--- src/rtl/tdrp_cfg.svh ---
/*
 * constants of the policy block: offsets, resets, fields, codes, timing.
 * assumes inclusion by bare name from the core module.
 */
`ifndef TDRP_CFG_SVH
`define TDRP_CFG_SVH

// ****************************************************************
// register offsets (byte addresses on the plain register port)
// ****************************************************************
`define TDRP_OFS_PAGE_HEADER 8'h00
`define TDRP_OFS_PAGE_LENGTH 8'h01
`define TDRP_OFS_FILL_RATIO 8'h02
`define TDRP_OFS_DRAIN_RATIO 8'h03
`define TDRP_OFS_IDLE_HOLD 8'h04
`define TDRP_OFS_RESEL_WAIT 8'h06
`define TDRP_OFS_TENURE_MAX 8'h08
`define TDRP_OFS_BURST_CAP 8'h0a
`define TDRP_OFS_POLICY 8'h0c
`define TDRP_OFS_STATUS 8'h10
`define TDRP_OFS_MASK 8'h11
`define TDRP_OFS_IFACE_ID 8'h14

// ****************************************************************
// page contents, resets, encodings, status bits and timing
// ****************************************************************
`define TDRP_PAGE_CODE 6'h02
`define TDRP_PAGE_LEN 8'h0e
`define TDRP_SAVABLE 1'b0
`define TDRP_RST_BYTE 8'h00
`define TDRP_RST_WORD 16'h0000
`define TDRP_RST_POLICY 2'h0
`define TDRP_RST_IFACE 16'h0000

`define TDRP_POL_FREE 2'h0
`define TDRP_POL_DATA 2'h1
`define TDRP_POL_RSVD 2'h2
`define TDRP_POL_CMD 2'h3
`define TDRP_SENSE_ILLEGAL_REQ 4'h5
`define TDRP_ASC_ILLEGAL_FIELD 8'h26

`define TDRP_ST_DISC 0
`define TDRP_ST_ILLEGAL 1
`define TDRP_ST_RESEL 2
`define TDRP_ST_W 3
`define TDRP_IFACE_STD_MAX 16'h0004
`define TDRP_IFACE_VEND_MIN 16'h8000

`define TDRP_TICK_US 100
`define TDRP_CLK_MHZ 200
`define TDRP_BURST_BYTES 512

`endif

--- src/rtl/tdrp_pkg.sv ---
/*
 * types of the policy block.
 * assumes nothing of its surroundings.
 */
package tdrp_pkg;

    // ****************************************************************
    // connection state of the target on the bus
    // ****************************************************************
    typedef enum logic [1:0] {
        TDRP_IDLE,
        TDRP_CONNECTED,
        TDRP_WAIT,
        TDRP_RESEL
    } tdrp_state_t;

    // data-phase disconnect policy field
    typedef logic [1:0] tdrp_policy_t;

endpackage : tdrp_pkg

--- src/rtl/tdrp_core.sv ---
/*
 * policy core of a bus target: disconnect and reselect decisions, parameter check.
 * assumes status inputs come from sequencer logic on core_clk, unsynchronised.
 */
// The plain strobed port is this design's own decision.
`include "tdrp_cfg.svh"

// Notes on behaviour
// - reads reselect once buffer fill reaches threshold
// - writes reselect once buffer drain reaches threshold
// - threshold is ratio over 256 times buffer
// - zero ratio leaves choice to target, advisory
// - unsupported ratio rounds down to lower one
// - inactivity limit counts 100 us without handshake
// - inactivity expiry disconnects if privileged and allowed
// - zero inactivity limit disables the check
// - wait minimum time before reselection, zero none
// - connect limit bounds tenure, zero is unlimited
// - disconnect after burst cap of 512-byte units
// - policy 00b adds no restriction
// - policy 01b holds connection until data done
// - policy 11b holds connection until command done
// - policy and burst both nonzero gives check condition
// - 16-bit interface identifier with standard/vendor ranges
// - peripheral page relays identifier, header only defined
module tdrp_core #(
    parameter int unsigned TICK_CYCLES = `TDRP_TICK_US * `TDRP_CLK_MHZ
) (
    // clock and reset
    input wire logic core_clk,
    input wire logic arst_n,
    // register port
    input wire logic [7:0] reg_addr,
    input wire logic [15:0] reg_wdata,
    input wire logic reg_wr,
    input wire logic reg_rd,
    output logic [15:0] reg_rdata,
    // bus sequencer status
    input wire logic bsy_held,
    input wire logic req_ack_seen,
    input wire logic byte_moved,
    input wire logic data_started,
    input wire logic data_done,
    input wire logic cmd_done,
    input wire logic read_op,
    input wire logic disc_privilege,
    // buffer occupancy, in buffers
    input wire logic [15:0] buf_total,
    input wire logic [15:0] buf_level,
    // policy decisions
    output logic disconnect_req,
    output logic reselect_req,
    output logic data_lock,
    // parameter check answer
    output logic check_condition,
    output logic [3:0] sense_key,
    output logic [7:0] add_sense_code,
    // peripheral page identifier
    output logic [15:0] iface_id,
    output logic iface_vendor,
    output logic iface_reserved,
    // interrupt
    output logic irq
);

    // ****************************************************************
    // register file
    // ****************************************************************
    logic [7:0] fill_ratio_reg; // numerator over 256, read side
    logic [7:0] drain_ratio_reg; // numerator over 256, write side
    logic [15:0] idle_hold_limit_reg; // ticks without handshake
    logic [15:0] reselect_wait_min_reg; // ticks after release
    logic [15:0] bus_tenure_max_reg; // ticks on the bus
    logic [15:0] burst_cap_reg; // 512-byte units
    tdrp_pkg::tdrp_policy_t data_phase_disconnect_policy_reg;
    logic [15:0] iface_id_reg; // peripheral page identifier
    logic [`TDRP_ST_W-1:0] status_reg; // sticky events
    logic [`TDRP_ST_W-1:0] mask_reg; // interrupt enables
    logic [`TDRP_ST_W-1:0] event_set; // events this cycle
    logic [15:0] rdata_next;
    logic wr_status; // write-one-clear strobe

    assign wr_status = reg_wr && (reg_addr == `TDRP_OFS_STATUS);

    // software-written parameters
    always_ff @(posedge core_clk or negedge arst_n) begin
        if (!arst_n) begin
            fill_ratio_reg <= `TDRP_RST_BYTE;
            drain_ratio_reg <= `TDRP_RST_BYTE;
            idle_hold_limit_reg <= `TDRP_RST_WORD;
            reselect_wait_min_reg <= `TDRP_RST_WORD;
            bus_tenure_max_reg <= `TDRP_RST_WORD;
            burst_cap_reg <= `TDRP_RST_WORD;
            data_phase_disconnect_policy_reg <= `TDRP_RST_POLICY;
            iface_id_reg <= `TDRP_RST_IFACE;
            mask_reg <= '0;
        end else if (reg_wr) begin
            unique case (reg_addr)
                `TDRP_OFS_FILL_RATIO: fill_ratio_reg <= reg_wdata[7:0];
                `TDRP_OFS_DRAIN_RATIO: drain_ratio_reg <= reg_wdata[7:0];
                `TDRP_OFS_IDLE_HOLD: idle_hold_limit_reg <= reg_wdata;
                `TDRP_OFS_RESEL_WAIT: reselect_wait_min_reg <= reg_wdata;
                `TDRP_OFS_TENURE_MAX: bus_tenure_max_reg <= reg_wdata;
                `TDRP_OFS_BURST_CAP: burst_cap_reg <= reg_wdata;
                `TDRP_OFS_POLICY: data_phase_disconnect_policy_reg <= reg_wdata[1:0];
                `TDRP_OFS_IFACE_ID: iface_id_reg <= reg_wdata;
                `TDRP_OFS_MASK: mask_reg <= reg_wdata[`TDRP_ST_W-1:0];
                default: ; // header, length, status and holes keep nothing
            endcase
        end
    end

    // read mux; header bits and length are fixed, holes read zero
    always_comb begin
        rdata_next = 16'h0000;
        unique case (reg_addr)
            `TDRP_OFS_PAGE_HEADER: rdata_next = {8'h00, `TDRP_SAVABLE, 1'b0, `TDRP_PAGE_CODE};
            `TDRP_OFS_PAGE_LENGTH: rdata_next = {8'h00, `TDRP_PAGE_LEN};
            `TDRP_OFS_FILL_RATIO: rdata_next = {8'h00, fill_ratio_reg};
            `TDRP_OFS_DRAIN_RATIO: rdata_next = {8'h00, drain_ratio_reg};
            `TDRP_OFS_IDLE_HOLD: rdata_next = idle_hold_limit_reg;
            `TDRP_OFS_RESEL_WAIT: rdata_next = reselect_wait_min_reg;
            `TDRP_OFS_TENURE_MAX: rdata_next = bus_tenure_max_reg;
            `TDRP_OFS_BURST_CAP: rdata_next = burst_cap_reg;
            `TDRP_OFS_POLICY: rdata_next = {14'h0000, data_phase_disconnect_policy_reg};
            `TDRP_OFS_STATUS: rdata_next = {13'h0000, status_reg};
            `TDRP_OFS_MASK: rdata_next = {13'h0000, mask_reg};
            `TDRP_OFS_IFACE_ID: rdata_next = iface_id_reg;
            default: rdata_next = 16'h0000;
        endcase
    end

    // read data stand only in the cycle after the strobe
    always_ff @(posedge core_clk or negedge arst_n) begin
        if (!arst_n) begin
            reg_rdata <= 16'h0000;
        end else begin
            reg_rdata <= reg_rd ? rdata_next : 16'h0000;
        end
    end

    // sticky status; a new event beats a clear in the same cycle
    always_ff @(posedge core_clk or negedge arst_n) begin
        if (!arst_n) begin
            status_reg <= '0;
        end else begin
            status_reg <= (status_reg & ~(wr_status ? reg_wdata[`TDRP_ST_W-1:0] : '0))
                          | event_set;
        end
    end

    assign irq = |(status_reg & mask_reg);

    // parameter legality and identifier decode
    logic illegal; // current parameter set cannot be accepted
    logic illegal_reg; // previous value, for the event edge

    assign illegal = ((data_phase_disconnect_policy_reg != `TDRP_POL_FREE)
                      && (burst_cap_reg != 16'h0000))
                     || (data_phase_disconnect_policy_reg == `TDRP_POL_RSVD);

    // answer held while the parameters stay illegal
    always_ff @(posedge core_clk or negedge arst_n) begin
        if (!arst_n) begin
            illegal_reg <= 1'b0;
            check_condition <= 1'b0;
            sense_key <= 4'h0;
            add_sense_code <= 8'h00;
        end else begin
            illegal_reg <= illegal;
            check_condition <= illegal;
            sense_key <= illegal ? `TDRP_SENSE_ILLEGAL_REQ : 4'h0;
            add_sense_code <= illegal ? `TDRP_ASC_ILLEGAL_FIELD : 8'h00;
        end
    end

    // the identifier is relayed as is; only its class is decoded here
    always_ff @(posedge core_clk or negedge arst_n) begin
        if (!arst_n) begin
            iface_id <= `TDRP_RST_IFACE;
            iface_vendor <= 1'b0;
            iface_reserved <= 1'b0;
        end else begin
            iface_id <= iface_id_reg;
            iface_vendor <= (iface_id_reg >= `TDRP_IFACE_VEND_MIN);
            iface_reserved <= (iface_id_reg > `TDRP_IFACE_STD_MAX)
                              && (iface_id_reg < `TDRP_IFACE_VEND_MIN);
        end
    end

    // 100 us tick and tick counters
    logic [31:0] tick_cnt_reg; // system clocks within one tick
    logic tick; // one-cycle pulse every 100 us
    logic [15:0] idle_cnt_reg; // ticks since the last handshake
    logic [15:0] tenure_cnt_reg; // ticks since connecting
    logic [15:0] wait_cnt_reg; // ticks since releasing the bus
    logic [8:0] byte_cnt_reg; // bytes within the current unit
    logic [15:0] unit_cnt_reg; // 512-byte units this connection
    tdrp_pkg::tdrp_state_t state_reg;

    // saturating increment, so long waits never wrap to a short one
    function automatic logic [15:0] sat_inc(input logic [15:0] v);
        sat_inc = (v == 16'hffff) ? v : v + 16'h0001;
    endfunction

    assign tick = (tick_cnt_reg == TICK_CYCLES - 1);

    // free-running tick divider
    always_ff @(posedge core_clk or negedge arst_n) begin
        if (!arst_n) begin
            tick_cnt_reg <= 32'h0000_0000;
        end else begin
            tick_cnt_reg <= tick ? 32'h0000_0000 : tick_cnt_reg + 32'h0000_0001;
        end
    end

    // inactivity: any handshake restarts it, counting only while connected
    always_ff @(posedge core_clk or negedge arst_n) begin
        if (!arst_n) begin
            idle_cnt_reg <= 16'h0000;
        end else if (!bsy_held || req_ack_seen) begin
            idle_cnt_reg <= 16'h0000;
        end else if (tick) begin
            idle_cnt_reg <= sat_inc(idle_cnt_reg);
        end
    end

    // tenure: counts from connection until the bus is released
    always_ff @(posedge core_clk or negedge arst_n) begin
        if (!arst_n) begin
            tenure_cnt_reg <= 16'h0000;
        end else if (!bsy_held) begin
            tenure_cnt_reg <= 16'h0000;
        end else if (tick) begin
            tenure_cnt_reg <= sat_inc(tenure_cnt_reg);
        end
    end

    // release wait: counts while the target stays off the bus
    always_ff @(posedge core_clk or negedge arst_n) begin
        if (!arst_n) begin
            wait_cnt_reg <= 16'h0000;
        end else if (bsy_held) begin
            wait_cnt_reg <= 16'h0000;
        end else if (tick) begin
            wait_cnt_reg <= sat_inc(wait_cnt_reg);
        end
    end

    // burst amount moved in this connection, in 512-byte units
    always_ff @(posedge core_clk or negedge arst_n) begin
        if (!arst_n) begin
            byte_cnt_reg <= 9'h000;
            unit_cnt_reg <= 16'h0000;
        end else if (!bsy_held) begin
            byte_cnt_reg <= 9'h000;
            unit_cnt_reg <= 16'h0000;
        end else if (byte_moved) begin
            byte_cnt_reg <= byte_cnt_reg + 9'h001; // wraps at 512 bytes
            if (byte_cnt_reg == 9'(`TDRP_BURST_BYTES - 1)) begin
                unit_cnt_reg <= sat_inc(unit_cnt_reg);
            end
        end
    end

    // ****************************************************************
    // data-phase lock
    // ****************************************************************
    // the lock spans disconnects too: policy 11b holds to command end
    always_ff @(posedge core_clk or negedge arst_n) begin
        if (!arst_n) begin
            data_lock <= 1'b0;
        end else if (data_phase_disconnect_policy_reg == `TDRP_POL_DATA) begin
            if (data_done) begin
                data_lock <= 1'b0;
            end else if (data_started) begin
                data_lock <= 1'b1;
            end
        end else if (data_phase_disconnect_policy_reg == `TDRP_POL_CMD) begin
            if (cmd_done) begin
                data_lock <= 1'b0;
            end else if (data_started) begin
                data_lock <= 1'b1;
            end
        end else begin
            data_lock <= 1'b0;
        end
    end

    // disconnect decision
    logic may_disconnect; // privilege granted and policy not locking
    logic idle_expired;
    logic tenure_expired;
    logic burst_reached;
    logic want_disc;

    assign may_disconnect = disc_privilege && !data_lock;
    assign idle_expired = (idle_hold_limit_reg != 16'h0000)
                          && (idle_cnt_reg >= idle_hold_limit_reg);
    assign tenure_expired = (bus_tenure_max_reg != 16'h0000)
                            && (tenure_cnt_reg >= bus_tenure_max_reg);
    assign burst_reached = (burst_cap_reg != 16'h0000)
                           && (unit_cnt_reg >= burst_cap_reg);
    assign want_disc = may_disconnect
                       && (idle_expired || tenure_expired || burst_reached);

    // reselection threshold
    logic [23:0] fill_prod; // ratio times buffers, before the /256
    logic [23:0] drain_prod;
    logic [15:0] free_bufs; // buffers already drained
    logic buf_ok; // buffer condition for the current direction
    logic wait_ok; // minimum release wait has passed

    // integer floor of ratio/256 is the lower supported threshold
    assign fill_prod = fill_ratio_reg * buf_total;
    assign drain_prod = drain_ratio_reg * buf_total;
    assign free_bufs = (buf_total > buf_level) ? buf_total - buf_level : 16'h0000;

    // a zero ratio leaves the moment to the release wait alone
    always_comb begin
        buf_ok = 1'b1;
        if (read_op) begin
            buf_ok = (fill_ratio_reg == 8'h00)
                     || (buf_level >= fill_prod[23:8]);
        end else begin
            buf_ok = (drain_ratio_reg == 8'h00)
                     || (free_bufs >= drain_prod[23:8]);
        end
    end

    assign wait_ok = (reselect_wait_min_reg == 16'h0000)
                     || (wait_cnt_reg >= reselect_wait_min_reg);

    // ****************************************************************
    // connection state machine
    // ****************************************************************
    // idle: no pending command; wait: released, command still open
    always_ff @(posedge core_clk or negedge arst_n) begin
        if (!arst_n) begin
            state_reg <= tdrp_pkg::TDRP_IDLE;
        end else begin
            unique case (state_reg)
                tdrp_pkg::TDRP_IDLE: begin
                    if (bsy_held) begin
                        state_reg <= tdrp_pkg::TDRP_CONNECTED;
                    end
                end
                tdrp_pkg::TDRP_CONNECTED: begin
                    if (cmd_done) begin
                        state_reg <= tdrp_pkg::TDRP_IDLE;
                    end else if (!bsy_held) begin
                        state_reg <= tdrp_pkg::TDRP_WAIT;
                    end
                end
                tdrp_pkg::TDRP_WAIT: begin
                    if (bsy_held) begin
                        state_reg <= tdrp_pkg::TDRP_CONNECTED;
                    end else if (wait_ok && buf_ok) begin
                        state_reg <= tdrp_pkg::TDRP_RESEL;
                    end
                end
                tdrp_pkg::TDRP_RESEL: begin
                    if (bsy_held) begin
                        state_reg <= tdrp_pkg::TDRP_CONNECTED;
                    end
                end
            endcase
        end
    end

    // reselect held until the sequencer connects; disconnect only while its condition holds
    always_ff @(posedge core_clk or negedge arst_n) begin
        if (!arst_n) begin
            disconnect_req <= 1'b0;
            reselect_req <= 1'b0;
        end else begin
            disconnect_req <= bsy_held && (state_reg == tdrp_pkg::TDRP_CONNECTED)
                              && want_disc;
            reselect_req <= !bsy_held && (state_reg == tdrp_pkg::TDRP_RESEL);
        end
    end

    // events: disconnect asked, parameters turned illegal, reselect ready
    always_comb begin
        event_set = '0;
        event_set[`TDRP_ST_DISC] = bsy_held && (state_reg == tdrp_pkg::TDRP_CONNECTED)
                                   && want_disc && !disconnect_req;
        event_set[`TDRP_ST_ILLEGAL] = illegal && !illegal_reg;
        event_set[`TDRP_ST_RESEL] = (state_reg == tdrp_pkg::TDRP_WAIT) && !bsy_held
                                    && wait_ok && buf_ok;
    end

endmodule // tdrp_core

--- config.mk ---
export PLATFORM = sky130hd
export DESIGN_NAME = tdrp_core
export DESIGN_NICKNAME = d
export VERILOG_FILES = /design/src/rtl/tdrp_pkg.sv /design/src/rtl/tdrp_core.sv
export VERILOG_INCLUDE_DIRS = /design/src /design/src/rtl
export SDC_FILE = /design/constraint.sdc
export NUM_CORES = 1
export LEC_CHECK = 0
export BUFFER_PORTS_ARGS = -buffer_cell sky130_fd_sc_hd__buf_2
export CAP_MARGIN = 10
export CORE_ASPECT_RATIO = 2
export CORE_MARGIN = 5
export CORE_UTILIZATION = 63
export CTS_CLUSTER_SIZE = 8
export DETAILED_ROUTE_END_ITERATION = 10
export PLACE_DENSITY_LB_ADDON = 0.3
export SLEW_MARGIN = 20
export SYNTH_ARGS = -nofsm -noshare
export SYNTH_HDL_FRONTEND = slang
export SYNTH_SLANG_ARGS = --single-unit
--- constraint.sdc ---
create_clock -name core_clk -period 7.4 [get_ports core_clk]
set_input_delay 0.74 -clock core_clk [delete_from_list [all_inputs] [get_ports core_clk]]
set_output_delay 0.74 -clock core_clk [all_outputs]
set_load 0.01 [all_outputs]
; Word-level counts from Yosys, hierarchy flattened
; Cells that the tools add are included.
[word_totals]
ff_bits = 258
inputBits = 68
out_inout_bits = 51
word_cells = 172
[classes]
addsub = 7
mul = 2
order_cmp = 10
n_eq_ne = 33
muxes = 34
n_bitwise = 4
n_reduce_logical = 55
[ops]
columns = cell, n
row1 = $mux 16, 15
row2 = $pmux 16 s12, 1
row3 = $ge 16x16->1, 6
row4 = $add 16x1->16 const B, 4
row5 = $eq 16x16->1 const B, 4
row6 = $mul 8x16->24, 2
row7 = $reduce_bool 16->1, 3
row8 = $add 32x1->32 const B, 1
row9 = $eq 32x15->1 const B, 1
row10 = $mux 32, 1
row11 = $eq 8x4->1 const B, 3
row12 = $eq 8x5->1 const B, 3
row13 = $logic_not 8->1, 3
row14 = $reduce_and 2->1, 12
row15 = $mux 9, 2
row16 = $logic_and 1x1->1, 17
row17 = $eq 8x2->1 const B, 2
row18 = $eq 8x3->1 const B, 2
row19 = $ge 16x16->1 const B, 1
row20 = $gt 16x16->1, 1
row21 = $gt 16x3->1 const B, 1
row22 = $logic_not 16->1, 1
row23 = $lt 16x16->1 const B, 1
row24 = $sub 16x16->16, 1
row25 = other kinds (23), 57

; Depth between registers and ports, before layout
[depth]
word_depth = 9
ltp_mapped = 28
ltp_nobuf = 27

; Least setup slack after synthesis
; No wires, ideal clock.
[synth_path]
path_type = input to register
start = input port buf_total[5]
end = register state_reg[1]
setup_time_ns = 0.128
t_arrival_ns = 6.417
required_ns = 7.272
setup_slack_ns = 0.856
stages = 24
path_buffers = 1
path_cell_list = clkbuf_1 and2_1 fa_1 fa_1 fa_1 inv_1 fa_1 inv_1 ha_1 nand3_1 a211o_1 o22a_1 a311oi_2 a41oi_1 o221ai_1 xnor2_1 ha_1 nand4_1 a21oi_1 o21ai_1 and3_1 or3_1 o21ai_1 mux2_1
[synth_via]
elab_chain_cells = 8
elab_cells_between_ends = 13
cone_classes = 1 x add/sub / 2 x mul / 3 x order compare / 1 x eq/ne / 2 x mux / 4 x reduce/logical
[synth_rtl]
columns = item, line
row1 = from (decl), tdrp_core.sv:48  ; input wire logic [15:0] buf_total,
row2 = branches (longest 4 deep; another with $mul 8x16->24), -
row3 = $mux 1 (*), tdrp_core.sv:322  ; if (read_op) begin
row4 = $logic_and 1x1->1 (*), tdrp_core.sv:358  ; end else if (wait_ok && buf_ok) begin
row5 = $ne 3x3->1 (no source line) (*), -
row6 = $reduce_and 3->1 (no source line) (*), -
row7 = to (signal assigned), tdrp_core.sv:357  ; state_reg <= tdrp_pkg::TDRP_CONNECTED;
row8 = to (signal assigned), tdrp_core.sv:359  ; state_reg <= tdrp_pkg::TDRP_RESEL;
row9 = to (signal assigned), tdrp_core.sv:364  ; state_reg <= tdrp_pkg::TDRP_CONNECTED;
row10 = to (decl), tdrp_core.sv:199  ; tdrp_pkg::tdrp_state_t state_reg;
; Mark *: on every way between the ends.
; A chain may end at the register's enable or synchronous reset.

; Final worst setup path
[layout_path]
start = register fill_ratio_reg[6]
end = register state_reg[1]
[layout_via]
elab_chain_cells = 7
elab_cells_between_ends = 8
cone_classes = 1 x mul / 1 x order compare / 1 x eq/ne / 1 x mux / 4 x reduce/logical
[layout_rtl]
columns = item, line
row1 = from (decl), tdrp_core.sv:69  ; logic [7:0] fill_ratio_reg;
row2 = from (signal assigned), tdrp_core.sv:88  ; fill_ratio_reg <= `TDRP_RST_BYTE;
row3 = from (signal assigned), tdrp_core.sv:99  ; `TDRP_OFS_FILL_RATIO: fill_ratio_reg <= reg_wdata[7:0];
row4 = $mul 8x16->24, tdrp_core.sv:315  ; assign fill_prod = fill_ratio_reg * buf_total;
row5 = $ge 16x16->1, tdrp_core.sv:324  ; || (buf_level >= fill_prod[23:8]);
row6 = $logic_or 1x1->1 (*), tdrp_core.sv:324
row7 = $mux 1 (*), tdrp_core.sv:322
row8 = $logic_and 1x1->1 (*), tdrp_core.sv:358
row9 = $ne 3x3->1 (no source line) (*), -
row10 = $reduce_and 3->1 (no source line) (*), -
; Mark *: on every way between the ends. The rest lies on a longest branch, timed or not.

==> flow_metrics.tcl <==
set metrics [dict create \
    status "completed" \
    die_area_mm2 0.0387 \
    power_density_mw_per_mm2 160 \
    dr.pass1.iters 6 \
    initial_core_util 0.635 \
    clock_skew_ns 0.00939 \
    io_pins 119 \
    grt-ovfl-total 0 \
    hold_buffers 0 \
    postCtsSetupBuffers 0 \
    cts_resized 0 \
    vias 17500 \
    path_class "reg -> reg" \
    drc 0 \
    cts_root_buffer "clkbuf_16" \
    yosysWarnings 0 \
    drtIter0Drc 1037 \
    reg2regPathDepth 24 \
    worstReg2RegEnd "state_reg[1]" \
    dp_hpwl_um 48600 \
    via_per_inst 6.26 \
    final_cell_mix "inv_1, dfrtp_1, ha_1" \
    ant_nets 0 \
    synth_edf_count 0 \
    path_clk_slew_ns 0.05 \
    period_minus_slack_ns 7.02 \
    wl_um 63000 \
    clock_latency_ns 0.52 \
    worst_slew_pin_slew_ns 1.16 \
    synthCells 2246 \
    reg2reg_slack_ns 0.38 \
    avgRoutedWirePerCell_um 22.6 \
    layout_commonest_cell "inv_1" \
    core_area_mm2 0.0344 \
    r2r-start "fill_ratio_reg[6]" \
    antenna_found_initial 1 \
    cts_num_sinks 249 \
    finalHoldViolCount 0 \
    numCtsBuffers 37 \
    period_share 0.948 \
    synthArstFlopShare 1.00 \
    grt_pass1_vias 19400 \
    drv_slew 0 \
    fillers 2633 \
    track_usage 0.335 \
    clock_path_buffers 3 \
    cp-start-kind "flop" \
    rsz0062_at_grt "false" \
    drive_gt1_frac 0.110 \
    p_leak_nw 12.0 \
    setup_violations 0 \
    yosys_most_used_dff "dfrtp_1" \
    avgSynthCellArea_um2 9.72 \
    grt_pass1_wl_um 101000 \
    area_growth_pct 8.99 \
    synth_cell_type_count 86 \
    crit_path_end_kind "flop" \
    gp_congestion 1.01 \
    min_path_type "in -> async" \
    setup_ws_ns 0.385 \
    cts_tree "done" \
    std_cell_rows 96 \
    clock.fmax_mhz 143 \
    fp.dieH_um 273 \
    relSlewSlack 0.225 \
    crit_fanout 12 \
    nNetsFinal 2783 \
    ir_drop_mv 0.229 \
    grt_max_degree 191 \
    fp.dieW_um 142 \
    htreeDepth 2 \
    ys_ff_latch 249 \
    cp.arrival_ns 7.42 \
    synth_seq_area_share 0.285 \
    crit_required_ns 7.80 \
    io_buffers 111 \
    post-place-ws_ns 0.105 \
    tns_ns 0 \
    cap_violations 0 \
    syn-cell-area_mm2 0.0218 \
]
-- kinds of logic after synthesis --
family | share of synthesized area
compound gates | 0.0858
xor+xnor | 0.0502
fa+ha+maj | 0.271
buf+inv | 0.0694
flops | 0.285
mux | 0.0568
other cells | 0.000172
simple gates | 0.182
-- how the worst max path moves through the flow --
stage | slack, ns | to | from
after floorplan | 0.86 | state_reg[1] | buf_total[5]
after global placement | 0.21 | state_reg[1] | buf_total[3]
after detailed placement | 0.10 | state_reg[1] | buf_total[1]
after CTS | 0.28 | state_reg[1] | fill_ratio_reg[3]
after global routing | 0.03 | state_reg[1] | fill_ratio_reg[6]
final | 0.38 | state_reg[1] | fill_ratio_reg[6]
-- synth_stat cells (all sizes together), types with 2 or more instances --
cell type  number  share of area
nor4           38          0.013
mux2          103          0.053
nor4b           2         0.0011
o211ai         10         0.0034
nor2b          14         0.0040
xor2           59          0.024
o41ai           2        0.00080
and2          200          0.057
nand2b         17         0.0049
xnor2          66          0.026
nand4b          2         0.0015
o31a            4         0.0016
a211o           6         0.0024
nor3           21         0.0057
o21a            4         0.0017
or4             3         0.0012
or2             2        0.00057
a21o           29          0.010
o221ai          3         0.0012
nand2         138          0.024
a21boi          2        0.00069
dfrtp         249           0.29
o21bai          3         0.0010
nor2          139          0.024
a21oi          75          0.017
or3            23         0.0066
nand3          44          0.011
mux2i           8         0.0037
fa            167           0.15
nand3b          4         0.0014
a22oi          22         0.0076
a211oi         12         0.0041
a31oi          12         0.0034
ha            205           0.12
o21ai          48          0.011
inv           309          0.053
nand4          44          0.014
and3           19         0.0054
clkbuf         60          0.010
and4           12         0.0048
buf            19         0.0059
a222oi         17         0.0078
a41oi           6         0.0028
a221oi          3         0.0012
-- per-layer routing --
metal	track usage	vias up	routed length, µm
li1	-	7683	-
met3	0.0469	385	3310
met5	0	-	0
met2	0.602	781	32900
met1	0.329	8620	20100
met4	0.291	0	6660
-- report_power, final --
group	switching, mW	internal [mW]
Combinational	0.483	0.324
Clock	0.595	0.897
Sequential	0.0868	1.41
-- layout make-up --
cell class              count  area (µm²)  area share
diodes                      2        5.00    0.000210
flip-flops and latches    249        6230       0.262
repair buffers            131         748      0.0315
inverters                 309        1160      0.0488
clock inverters             4        45.0     0.00189
multi-input cells        1615       14100       0.593
well taps                 441         552      0.0232
clock buffers              38         940      0.0395
-- metrics by stage --
step | util | instances | power [mW] | hold slack, ns | cell area (µm²)
2_1_floorplan | - | 2252 | 2.01 | 0.383 | 21900
3_3_place_gp | 0.663 | 2744 | 2.29 | 0.453 | 22800
3_5_place_dp | 0.663 | 2744 | 2.31 | 0.450 | 22800
4_1_cts | 0.691 | 2786 | 3.81 | 0.163 | 23800
5_1_grt | 0.692 | 2787 | 3.97 | 0.174 | 23800
6_report | 0.693 | 2789 | 3.80 | 0.130 | 23800
-- worst max-delay path, stage by stage, from the launching register on --
cell	delay, ns
dfrtp_1	0.64
nand2_1	0.23
fa_1	0.55
fa_1	0.55
inv_1	0.06
fa_1	0.53
inv_1	0.07
fa_1	0.53
inv_1	0.05
ha_1	0.29
o211ai_1	0.13
a211o_1	0.28
o22a_1	0.20
a311oi_2	0.35
a41oi_1	0.23
o221ai_1	0.27
a21oi_1	0.13
xnor2_1	0.13
ha_1	0.18
nand3b_1	0.18
nor2_1	0.32
a21oi_1	0.08
o32ai_1	0.38
o21ai_1	0.18
mux2_1	0.34
Power figures use the tool's default switching activity.
